**src/pkg/cscp_consts.vh**
```
// Constants for the charger status and control pin logic.
// Assumes a single 25 MHz core clock; included by bare name.
`ifndef CSCP_CONSTS_VH
`define CSCP_CONSTS_VH

// ----------------------------------------------------------------
// Clock and timing
// ----------------------------------------------------------------
`define CSCP_CLK_HZ        25000000
`define CSCP_CNT_W         28
`define CSCP_BLINK_HZ      1
`define CSCP_BLINK_HALF    (`CSCP_CLK_HZ / (2 * `CSCP_BLINK_HZ))
`define CSCP_ALERT_US      256
`define CSCP_ALERT_CYC     ((`CSCP_CLK_HZ / 1000000) * `CSCP_ALERT_US)
`define CSCP_SHIP_S        1
`define CSCP_SHIP_CYC      (`CSCP_CLK_HZ * `CSCP_SHIP_S)
`define CSCP_QRST_S        10
`define CSCP_QRST_CYC      (`CSCP_CLK_HZ * `CSCP_QRST_S)
`define CSCP_BOFF_MS       320
`define CSCP_BOFF_CYC      ((`CSCP_CLK_HZ / 1000) * `CSCP_BOFF_MS)

// ----------------------------------------------------------------
// Register offsets
// ----------------------------------------------------------------
`define CSCP_ADDR_W        8
`define CSCP_OFF_CTRL      8'h00
`define CSCP_OFF_STATE     8'h04
`define CSCP_OFF_INT_STAT  8'h08
`define CSCP_OFF_INT_MASK  8'h0c

// ----------------------------------------------------------------
// Control fields and reset values
// ----------------------------------------------------------------
`define CSCP_CTRL_ALLOW    0
`define CSCP_CTRL_DIRECT_PATH_ENABLE     1
`define CSCP_CTRL_SHIP     2
`define CSCP_CTRL_STSEL_LO 4
`define CSCP_CTRL_DP_LO    8
`define CSCP_CTRL_DM_LO    10
`define CSCP_CTRL_RST      12'h001
`define CSCP_STSEL_ON      2'h0

// ----------------------------------------------------------------
// Interrupt bits
// ----------------------------------------------------------------
`define CSCP_INT_W         5
`define CSCP_INT_UPDATE    0
`define CSCP_INT_FAULT     1
`define CSCP_INT_SHIPX     2
`define CSCP_INT_SYSRST    3
`define CSCP_INT_THERM     4

`endif

```
**src/verilog/cscp_top.v**
```verilog
// Pin-side control logic of a single-cell charger: status pin, host
// alert pulse, charge gating, direct-path enable and button timing.
// Assumes one 25 MHz clock, internal charge-state inputs on that clock,
// and asynchronous pin inputs synchronised here.
//
// Implementation choices: the plain strobed port and the address map.
`include "cscp_consts.vh"
`timescale 1ns/1ns
`default_nettype none

module cscp_top
#(
   parameter [`CSCP_CNT_W-1:0] BLINK_HALF = `CSCP_BLINK_HALF,
   parameter [`CSCP_CNT_W-1:0] ALERT_CYC  = `CSCP_ALERT_CYC,
   parameter [`CSCP_CNT_W-1:0] SHIP_CYC   = `CSCP_SHIP_CYC,
   parameter [`CSCP_CNT_W-1:0] QRST_CYC   = `CSCP_QRST_CYC,
   parameter [`CSCP_CNT_W-1:0] BOFF_CYC   = `CSCP_BOFF_CYC
)
(
   input  wire                    core_clk,
   input  wire                    reset_n,
   // Register port
   input  wire [`CSCP_ADDR_W-1:0] reg_addr,
   input  wire [31:0]             reg_wdata,
   input  wire                    reg_wr,
   input  wire                    reg_rd,
   output reg  [31:0]             reg_rdata,
   output wire                    irq,
   // Internal charger state, core clock domain
   input  wire                    chg_active,
   input  wire                    chg_done,
   input  wire                    chg_sleep,
   input  wire                    chg_fault,
   input  wire                    chg_update,
   // Asynchronous pins and comparators
   input  wire                    charge_enable_n,
   input  wire                    battery_switch_button_n,
   input  wire                    thermistor_sense,
   input  wire                    vbus_present,
   // Open-drain pins
   output wire                    status_pin_o,
   output wire                    status_pin_oe,
   output wire                    host_alert_n_o,
   output wire                    host_alert_n_oe,
   // Control outputs
   output wire                    charge_enable,
   output wire                    direct_path_enable,
   output wire                    battery_path_switch,
   output wire [1:0]              dplus_level_sel,
   output wire [1:0]              dminus_level_sel
);

   // ----------------------------------------------------------------
   // Declarations
   // ----------------------------------------------------------------
   reg  [11:0]             ctrl_reg;
   reg  [`CSCP_INT_W-1:0]  int_stat_reg;
   reg  [`CSCP_INT_W-1:0]  int_mask_reg;
   reg  [`CSCP_INT_W-1:0]  int_stat_next;
   reg                     ship_mode_reg;
   reg                     fault_seen_reg;
   reg                     therm_ok_d_reg;
   reg  [`CSCP_CNT_W-1:0]  blink_cnt_reg;
   reg                     blink_level_reg;
   reg  [`CSCP_CNT_W-1:0]  alert_cnt_reg;
   reg                     alert_on_reg;
   reg                     stat_drive_reg;
   reg                     stat_drive_next;
   reg  [31:0]             rdata_next;
   wire [3:0]              pins_sync;
   wire                    ce_n_s;
   wire                    button_n_s;
   wire                    therm_ok_s;
   wire                    vbus_s;
   wire                    fault_state;
   wire                    fault_rise;
   wire                    therm_leave;
   wire                    alert_event;
   wire                    ship_exit;
   wire                    sys_reset_start;
   wire                    switch_forced_off;
   wire [1:0]              stat_sel;
   wire                    wr_ctrl;
   wire                    wr_stat;
   wire                    wr_mask;

   // ----------------------------------------------------------------
   // Functions
   // ----------------------------------------------------------------
   function hit;
      input [`CSCP_ADDR_W-1:0] addr;
      input [`CSCP_ADDR_W-1:0] offset;
      begin
         hit = (addr == offset);
      end
   endfunction

   // ----------------------------------------------------------------
   // Pin synchronisers
   // ----------------------------------------------------------------
   cscp_sync
   #(
      .W       (4),
      .RST_VAL (4'h7)
   )
   u_sync
   (
      .core_clk (core_clk),
      .reset_n  (reset_n),
      .async_in ({vbus_present, thermistor_sense, battery_switch_button_n,
                  charge_enable_n}),
      .sync_out (pins_sync)
   );

   assign ce_n_s     = pins_sync[0];
   assign button_n_s = pins_sync[1];
   assign therm_ok_s = pins_sync[2];
   assign vbus_s     = pins_sync[3];

   // ----------------------------------------------------------------
   // Button timing
   // ----------------------------------------------------------------
   cscp_button
   #(
      .SHIP_CYC (SHIP_CYC),
      .QRST_CYC (QRST_CYC),
      .BOFF_CYC (BOFF_CYC)
   )
   u_button
   (
      .core_clk          (core_clk),
      .reset_n           (reset_n),
      .button_low        (~button_n_s),
      .vbus_present      (vbus_s),
      .ship_mode         (ship_mode_reg),
      .ship_exit         (ship_exit),
      .sys_reset_start   (sys_reset_start),
      .switch_forced_off (switch_forced_off)
   );

   // ----------------------------------------------------------------
   // Charge gating and control outputs
   // ----------------------------------------------------------------
   assign charge_enable = ctrl_reg[`CSCP_CTRL_ALLOW] & ~ce_n_s
                          & therm_ok_s;
   assign direct_path_enable  = ctrl_reg[`CSCP_CTRL_DIRECT_PATH_ENABLE];
   assign battery_path_switch = ~ship_mode_reg & ~switch_forced_off;
   assign dplus_level_sel     = ctrl_reg[`CSCP_CTRL_DP_LO+1:`CSCP_CTRL_DP_LO];
   assign dminus_level_sel    = ctrl_reg[`CSCP_CTRL_DM_LO+1:`CSCP_CTRL_DM_LO];
   assign stat_sel            = ctrl_reg[`CSCP_CTRL_STSEL_LO+1:`CSCP_CTRL_STSEL_LO];

   // ----------------------------------------------------------------
   // Ship mode
   // ----------------------------------------------------------------
   always @(posedge core_clk or negedge reset_n)
   begin
      if (!reset_n)
         ship_mode_reg <= 1'b0;
      else if (ship_exit)
         ship_mode_reg <= 1'b0;
      else if (wr_ctrl && reg_wdata[`CSCP_CTRL_SHIP])
         ship_mode_reg <= 1'b1;
   end

   // ----------------------------------------------------------------
   // Event detection
   // ----------------------------------------------------------------
   assign fault_state = chg_fault | ~therm_ok_s;
   assign fault_rise  = fault_state & ~fault_seen_reg;
   assign therm_leave = ~therm_ok_s & therm_ok_d_reg;
   assign alert_event = chg_update | fault_rise;

   always @(posedge core_clk or negedge reset_n)
   begin
      if (!reset_n)
      begin
         fault_seen_reg <= 1'b0;
         therm_ok_d_reg <= 1'b1;
      end
      else
      begin
         fault_seen_reg <= fault_state;
         therm_ok_d_reg <= therm_ok_s;
      end
   end

   // ----------------------------------------------------------------
   // Status pin blink generator
   // ----------------------------------------------------------------
   always @(posedge core_clk or negedge reset_n)
   begin
      if (!reset_n)
      begin
         blink_cnt_reg   <= {`CSCP_CNT_W{1'b0}};
         blink_level_reg <= 1'b0;
      end
      else if (!fault_state)
      begin
         blink_cnt_reg   <= {`CSCP_CNT_W{1'b0}};
         blink_level_reg <= 1'b0;
      end
      else if (blink_cnt_reg == BLINK_HALF - 1'b1)
      begin
         blink_cnt_reg   <= {`CSCP_CNT_W{1'b0}};
         blink_level_reg <= ~blink_level_reg;
      end
      else
         blink_cnt_reg <= blink_cnt_reg + 1'b1;
   end

   // ----------------------------------------------------------------
   // Status pin selection
   // ----------------------------------------------------------------
   always @*
   begin
      stat_drive_next = 1'b0;
      if (stat_sel != `CSCP_STSEL_ON)
         stat_drive_next = 1'b0;
      else if (fault_state)
         stat_drive_next = ~blink_level_reg;
      else if (chg_active && charge_enable)
         stat_drive_next = 1'b1;
      else if (chg_done || chg_sleep)
         stat_drive_next = 1'b0;
   end

   always @(posedge core_clk or negedge reset_n)
   begin
      if (!reset_n)
         stat_drive_reg <= 1'b0;
      else
         stat_drive_reg <= stat_drive_next;
   end

   assign status_pin_o  = 1'b0;
   assign status_pin_oe = stat_drive_reg;

   // ----------------------------------------------------------------
   // Host alert pulse, restarted by a new event
   // ----------------------------------------------------------------
   always @(posedge core_clk or negedge reset_n)
   begin
      if (!reset_n)
      begin
         alert_cnt_reg <= {`CSCP_CNT_W{1'b0}};
         alert_on_reg  <= 1'b0;
      end
      else if (alert_event)
      begin
         alert_cnt_reg <= ALERT_CYC - 1'b1;
         alert_on_reg  <= 1'b1;
      end
      else if (alert_cnt_reg != {`CSCP_CNT_W{1'b0}})
         alert_cnt_reg <= alert_cnt_reg - 1'b1;
      else
         alert_on_reg <= 1'b0;
   end

   assign host_alert_n_o  = 1'b0;
   assign host_alert_n_oe = alert_on_reg;

   // ----------------------------------------------------------------
   // Register writes
   // ----------------------------------------------------------------
   assign wr_ctrl = reg_wr & hit(reg_addr, `CSCP_OFF_CTRL);
   assign wr_stat = reg_wr & hit(reg_addr, `CSCP_OFF_INT_STAT);
   assign wr_mask = reg_wr & hit(reg_addr, `CSCP_OFF_INT_MASK);

   always @(posedge core_clk or negedge reset_n)
   begin
      if (!reset_n)
      begin
         ctrl_reg     <= `CSCP_CTRL_RST;
         int_mask_reg <= {`CSCP_INT_W{1'b0}};
      end
      else
      begin
         if (wr_ctrl)
            ctrl_reg <= {reg_wdata[11:4], 1'b0, 1'b0, reg_wdata[1:0]};
         if (wr_mask)
            int_mask_reg <= reg_wdata[`CSCP_INT_W-1:0];
      end
   end

   // ----------------------------------------------------------------
   // Interrupt status, set wins over write-one-to-clear
   // ----------------------------------------------------------------
   always @*
   begin
      int_stat_next = int_stat_reg;
      if (wr_stat)
         int_stat_next = int_stat_next & ~reg_wdata[`CSCP_INT_W-1:0];
      int_stat_next[`CSCP_INT_UPDATE] = int_stat_next[`CSCP_INT_UPDATE] | chg_update;
      int_stat_next[`CSCP_INT_FAULT]  = int_stat_next[`CSCP_INT_FAULT] | fault_rise;
      int_stat_next[`CSCP_INT_SHIPX]  = int_stat_next[`CSCP_INT_SHIPX] | ship_exit;
      int_stat_next[`CSCP_INT_SYSRST] = int_stat_next[`CSCP_INT_SYSRST] | sys_reset_start;
      int_stat_next[`CSCP_INT_THERM]  = int_stat_next[`CSCP_INT_THERM] | therm_leave;
   end

   always @(posedge core_clk or negedge reset_n)
   begin
      if (!reset_n)
         int_stat_reg <= {`CSCP_INT_W{1'b0}};
      else
         int_stat_reg <= int_stat_next;
   end

   assign irq = |(int_stat_reg & int_mask_reg);

   // ----------------------------------------------------------------
   // Register reads, data one cycle after the strobe
   // ----------------------------------------------------------------
   always @*
   begin
      rdata_next = 32'h0000_0000;
      if (reg_rd)
      begin
         case (reg_addr)
            `CSCP_OFF_CTRL:
               rdata_next = {20'h0_0000, ctrl_reg[11:3], ship_mode_reg,
                             ctrl_reg[1:0]};
            `CSCP_OFF_STATE:
               rdata_next = {24'h00_0000, vbus_s, ~button_n_s, therm_ok_s,
                             switch_forced_off, battery_path_switch,
                             stat_drive_reg, alert_on_reg, charge_enable};
            `CSCP_OFF_INT_STAT:
               rdata_next = {{(32-`CSCP_INT_W){1'b0}}, int_stat_reg};
            `CSCP_OFF_INT_MASK:
               rdata_next = {{(32-`CSCP_INT_W){1'b0}}, int_mask_reg};
            default:
               rdata_next = 32'h0000_0000;
         endcase
      end
   end

   always @(posedge core_clk or negedge reset_n)
   begin
      if (!reset_n)
         reg_rdata <= 32'h0000_0000;
      else
         reg_rdata <= rdata_next;
   end

endmodule

`default_nettype wire

```
**src/verilog/cscp_sync.v**
```verilog
// Two-stage synchroniser for asynchronous pin levels.
// Assumes a single core clock and an active-low asynchronous reset.
`timescale 1ns/1ns
`default_nettype none

module cscp_sync
#(
   parameter       W       = 4,
   parameter [W-1:0] RST_VAL = {W{1'b0}}
)
(
   input  wire         core_clk,
   input  wire         reset_n,
   input  wire [W-1:0] async_in,
   output reg  [W-1:0] sync_out
);

   reg [W-1:0] meta_reg;

   always @(posedge core_clk or negedge reset_n)
   begin
      if (!reset_n)
      begin
         meta_reg <= RST_VAL;
         sync_out <= RST_VAL;
      end
      else
      begin
         meta_reg <= async_in;
         sync_out <= meta_reg;
      end
   end

endmodule

`default_nettype wire

```
**src/verilog/cscp_button.v**
```verilog
// Push-button hold timer for ship-mode exit and system power reset.
// Assumes a synchronised active-high button-held level (button_low) on the core clock.
`include "cscp_consts.vh"
`timescale 1ns/1ns
`default_nettype none

module cscp_button
#(
   parameter [`CSCP_CNT_W-1:0] SHIP_CYC = `CSCP_SHIP_CYC,
   parameter [`CSCP_CNT_W-1:0] QRST_CYC = `CSCP_QRST_CYC,
   parameter [`CSCP_CNT_W-1:0] BOFF_CYC = `CSCP_BOFF_CYC
)
(
   input  wire core_clk,
   input  wire reset_n,
   input  wire button_low,
   input  wire vbus_present,
   input  wire ship_mode,
   output reg  ship_exit,
   output reg  sys_reset_start,
   output reg  switch_forced_off
);

   reg [`CSCP_CNT_W-1:0] hold_reg;
   reg [`CSCP_CNT_W-1:0] off_reg;

   // ----------------------------------------------------------------
   // Hold measurement, restarted when the button is released
   // ----------------------------------------------------------------
   always @(posedge core_clk or negedge reset_n)
   begin
      if (!reset_n)
      begin
         hold_reg        <= {`CSCP_CNT_W{1'b0}};
         ship_exit       <= 1'b0;
         sys_reset_start <= 1'b0;
      end
      else
      begin
         ship_exit       <= 1'b0;
         sys_reset_start <= 1'b0;
         if (!button_low)
            hold_reg <= {`CSCP_CNT_W{1'b0}};
         else if (hold_reg != QRST_CYC)
         begin
            hold_reg <= hold_reg + 1'b1;
            if (hold_reg == SHIP_CYC - 1'b1 && ship_mode)
               ship_exit <= 1'b1;
            if (hold_reg == QRST_CYC - 1'b1 && !vbus_present && !ship_mode)
               sys_reset_start <= 1'b1;
         end
      end
   end

   // ----------------------------------------------------------------
   // Battery switch off window for a full power reset
   // ----------------------------------------------------------------
   always @(posedge core_clk or negedge reset_n)
   begin
      if (!reset_n)
      begin
         off_reg           <= {`CSCP_CNT_W{1'b0}};
         switch_forced_off <= 1'b0;
      end
      else if (sys_reset_start)
      begin
         off_reg           <= BOFF_CYC - 1'b1;
         switch_forced_off <= 1'b1;
      end
      else if (off_reg != {`CSCP_CNT_W{1'b0}})
         off_reg <= off_reg - 1'b1;
      else
         switch_forced_off <= 1'b0;
   end

endmodule

`default_nettype wire

```
**config.mk**
```make
export PLATFORM = sky130hd
export DESIGN_NAME = cscp_top
export DESIGN_NICKNAME = d
export VERILOG_FILES = /design/src/verilog/cscp_top.v /design/src/verilog/cscp_sync.v /design/src/verilog/cscp_button.v
export VERILOG_INCLUDE_DIRS = /design/src /design/src/pkg
export SDC_FILE = /design/constraint.sdc
export NUM_CORES = 1
export LEC_CHECK = 0
export ABC_CLOCK_PERIOD_IN_PS = 3700
export BUFFER_PORTS_ARGS = -buffer_cell sky130_fd_sc_hd__buf_2
export CORE_ASPECT_RATIO = 0.7
export CORE_MARGIN = 2
export CORE_UTILIZATION = 40
export CTS_BUF_LIST = sky130_fd_sc_hd__clkbuf_4 sky130_fd_sc_hd__clkbuf_8
export DETAILED_ROUTE_END_ITERATION = 16
export SLEW_MARGIN = 5
export SYNTH_ARGS = -nofsm -noshare
export SYNTH_HDL_FRONTEND = slang
export SYNTH_SLANG_ARGS = --single-unit
```
**constraint.sdc**
```tcl
create_clock -name core_clk -period 3.7 [get_ports core_clk]
set_input_delay 0.555 -clock core_clk [delete_from_list [all_inputs] [get_ports core_clk]]
set_output_delay 0.555 -clock core_clk [all_outputs]
set_load 0.02 [all_outputs]
```
==> flow_summary.json <==
{
  "clockRootBuffer": "clkbuf_8",
  "synth_seq_area_share_pct": 49.63,
  "pwr-share-comb_pct": 5.8,
  "post_cts_buffers": 0,
  "worstReg2RegStart": "u_button.off_reg[0]$_DFFE_PN0P_",
  "numCtsBuffers": 17,
  "cp-end-kind": "flip-flop",
  "areaGrowthSynthToFinish_pct": 11.02,
  "synth_area_um2": 8138,
  "worst-path-max-fanout": 12,
  "dp_hpwl_mm": 12.16,
  "report.final.hold_viol_count": 0,
  "die_width_um": 174.5,
  "critical_path_arrival_ns": 3.28,
  "synth_edf_count": 0,
  "ff2ff_path_depth": 8,
  "antenna_found_initial": 1,
  "post-place-cells": 1125,
  "synth_seq_cells": 161,
  "first_global_vias": 5522,
  "swShare_pct": 27.55,
  "fillers": 1854,
  "synth_cell_types": 66,
  "ir_drop_mv": 0.2011,
  "leakage_nw": 4.148,
  "cp_cell_sequence": "inv_1 -> ha_1 -> or4b_2 -> or4_4 -> nor4b_4 -> buf_4 -> a21oi_2 -> a311o_1",
  "cpPeakStageDelay_ns": 0.61,
  "port_buffers": 52,
  "num_vias": 6007,
  "hp-class": "in -> async",
  "drt_iter0_markers": 480,
  "synthFlopType": "dfrtp_1",
  "cap_violations": 0,
  "placementRows": 43,
  "diodes": 0,
  "finalCriticalPeriod_ns": 2.929,
  "grt_pass1_wl_mm": 29.22,
  "crit_required_ns": 4.05,
  "timing.fmax_ghz": 0.3414,
  "ys_top_cells_by_count": "dfrtp_1 (153), nor2_1 (119), nand2_1 (59)",
  "drive_above_1_share_pct": 17.59,
  "viasPerCell": 5.192,
  "grt.total_usage_pct": 17.13,
  "clockPowerShare_pct": 39.5,
  "die_y_um": 123.3,
  "rsz0062_at_grt": "no",
  "avgSynthCellArea_um2": 9.924,
  "yosys.area.top_type": "dfrtp_1",
  "cts_buffer_depth": 2,
  "synthArstFlopShare_pct": 100.0,
  "synth_top_area_share_pct": 47.05,
  "clk_latency_ns": 0.46,
  "grt_max_degree": 81,
  "start_util_pct": 40.99,
  "critical_path.startpoint_type": "flip-flop",
  "power_frac_seq_pct": 54.8,
  "cts_max_level": 4,
  "io_pins": 97,
  "drtPass1Iterations": 5,
  "finalSetupViolCount": 0,
  "avgRoutedWirePerCell_um": 15.04,
  "tritoncts": "done",
  "gp_congestion": 0.8342,
  "fin_tns_setup_ns": 0,
  "slew_headroom_pct": 34.57,
  "maxSlewViolCount": 0,
  "crit_slowest_cell": "or4b_2",
  "crit_start": "u_button.off_reg[0]$_DFFE_PN0P_",
  "core_um2": 19850,
  "postCtsHoldBufs": 0,
  "layout.nets": 934,
  "synth-warning-count": 0,
  "clock-sinks": 161,
  "fin_crit_sh_pct": 79.17,
  "drc_errors": 0,
  "synth_most_common_cell": "dfrtp_1",
  "synth.top_cells.by_area": "dfrtp_1 (47%), nor2_1 (5.5%), xor2_1 (4.6%)",
  "drt-total-wl_mm": 17.40,
  "fin_cells": 1157,
  "antenna_left": 0,
  "worst_pin_slew_ns": 0.9725,
  "skew_ns": 0.01439,
  "cts.clk_slew.worst_paths_ns": 0.09,
  "crit_type": "reg -> reg",
  "p_int_mw": 2.428,
  "syn_inst": 820,
  "p_switching_uw": 923.4,
  "outcome": "finished clean",
  "pwr_density_cell_nw_per_um2": 371.0,
  "die_area_um2": 21520,
  "grt_remaining_overflow": 0,
  "post_cts_resized": 0
}
## power groups by stage
stage | Sequential (mW) | Clock [mW] | Combinational, mW
finish | 1.84 | 1.32 | 0.194
global route | 1.84 | 1.44 | 0.220
CTS | 1.84 | 1.37 | 0.198
detailed placement | 1.87 | 0 | 0.198
global placement | 1.87 | 0 | 0.196
floorplan | 1.86 | 0 | 0.133
## worst max-delay path, delay by kind of cell, from the launching register on
family | cells | cell delay [ns]
buf+inv | 2 | 0.38
simple gates | 3 | 1.48
flops | 1 | 0.39
fa+ha+maj | 1 | 0.18
compound gates | 2 | 0.40
## metrics by stage
stage	area [um2]	total power, mW	util [%]	hold slack [ns]	setup WS, ns
2_1_floorplan	8217	1.992	-	0.2594	1.021
3_3_place_gp	8637	2.065	43.51	0.3458	0.7925
3_5_place_dp	8637	2.068	43.51	0.3468	0.7788
4_1_cts	9035	3.405	45.51	0.1480	0.7587
5_1_grt	9035	3.503	45.51	0.1414	0.6283
6_report	9035	3.352	45.51	0.1118	0.7708
## layout make-up
cell class                 instances  area (um2)  share of cell area, %
tap                              270       337.8                  3.739
clock inverter                    15       163.9                  1.814
sequential                       161        4039                  44.70
inverter                          17       63.81                 0.7063
timing repair buffer              69       394.1                  4.362
multi-input combinational        608        3802                  42.09
clock buffer                      17       234.0                  2.590
## cell families after synthesis
logic type | synth area share (%)
simple gates | 27.08
mux | 4.597
compound gates | 5.043
buf+inv | 4.674
xor+xnor | 7.857
flops | 49.63
fa+ha+maj | 1.076
other cells | 0.04608
## routing by layer
metal / GRT usage, % / vias up / part of all wire, % / routed length (um)
met1: 27.36 / 2920 / 54 / 9417
met5: 0 / - / 0 / 0
met4: 4.989 / 0 / 0.98 / 170
met2: 22.82 / 121 / 40 / 7029
met3: 3.536 / 12 / 4.5 / 787
li1: - / 2954 / - / -
## layout by cell type, fill, tap and decap left out, types with 5 or more instances in the layout
cell,netlist,layout
a21o_1,5,5
a21oi_1,19,19
and2_1,7,7
and3_1,11,11
buf_2,4,51
buf_4,26,17
clkbuf_8,0,17
conb_1,1,22
dfrtp_1,153,153
dfstp_2,8,8
ha_1,7,7
inv_1,16,16
inv_6,0,6
mux2_2,19,19
mux2i_1,7,7
nand2_1,59,59
nand2b_1,6,6
nand3_1,33,33
nand4_1,28,28
nor2_1,119,119
nor2b_1,13,13
nor3_1,33,32
nor4_1,25,25
nor4b_1,5,5
o21ai_0,18,18
o31ai_1,6,6
or2_2,5,5
or3_1,11,11
or4_1,17,17
xnor2_1,30,30
xor2_1,43,43
## worst paths after layout
path / to / slack (ns)
worst max-delay path: u_button.off_reg[1]$_DFFE_PN0P_ / 0.77
worst min-delay path: u_button.hold_reg[14]$_DFFE_PN0P_ / 0.11
worst max register to register: u_button.off_reg[1]$_DFFE_PN0P_ / 0.77
worst min register to register: u_sync.sync_out[1]$_DFF_PN1_ / 0.36
max in group asynchronous: ctrl_reg[0]$_DFFE_PN1N_ / 2.70
min in group core_clk: u_sync.meta_reg[2]$_DFF_PN1_ / 0.18
No activity file was read; power rests on OpenSTA's default activity.
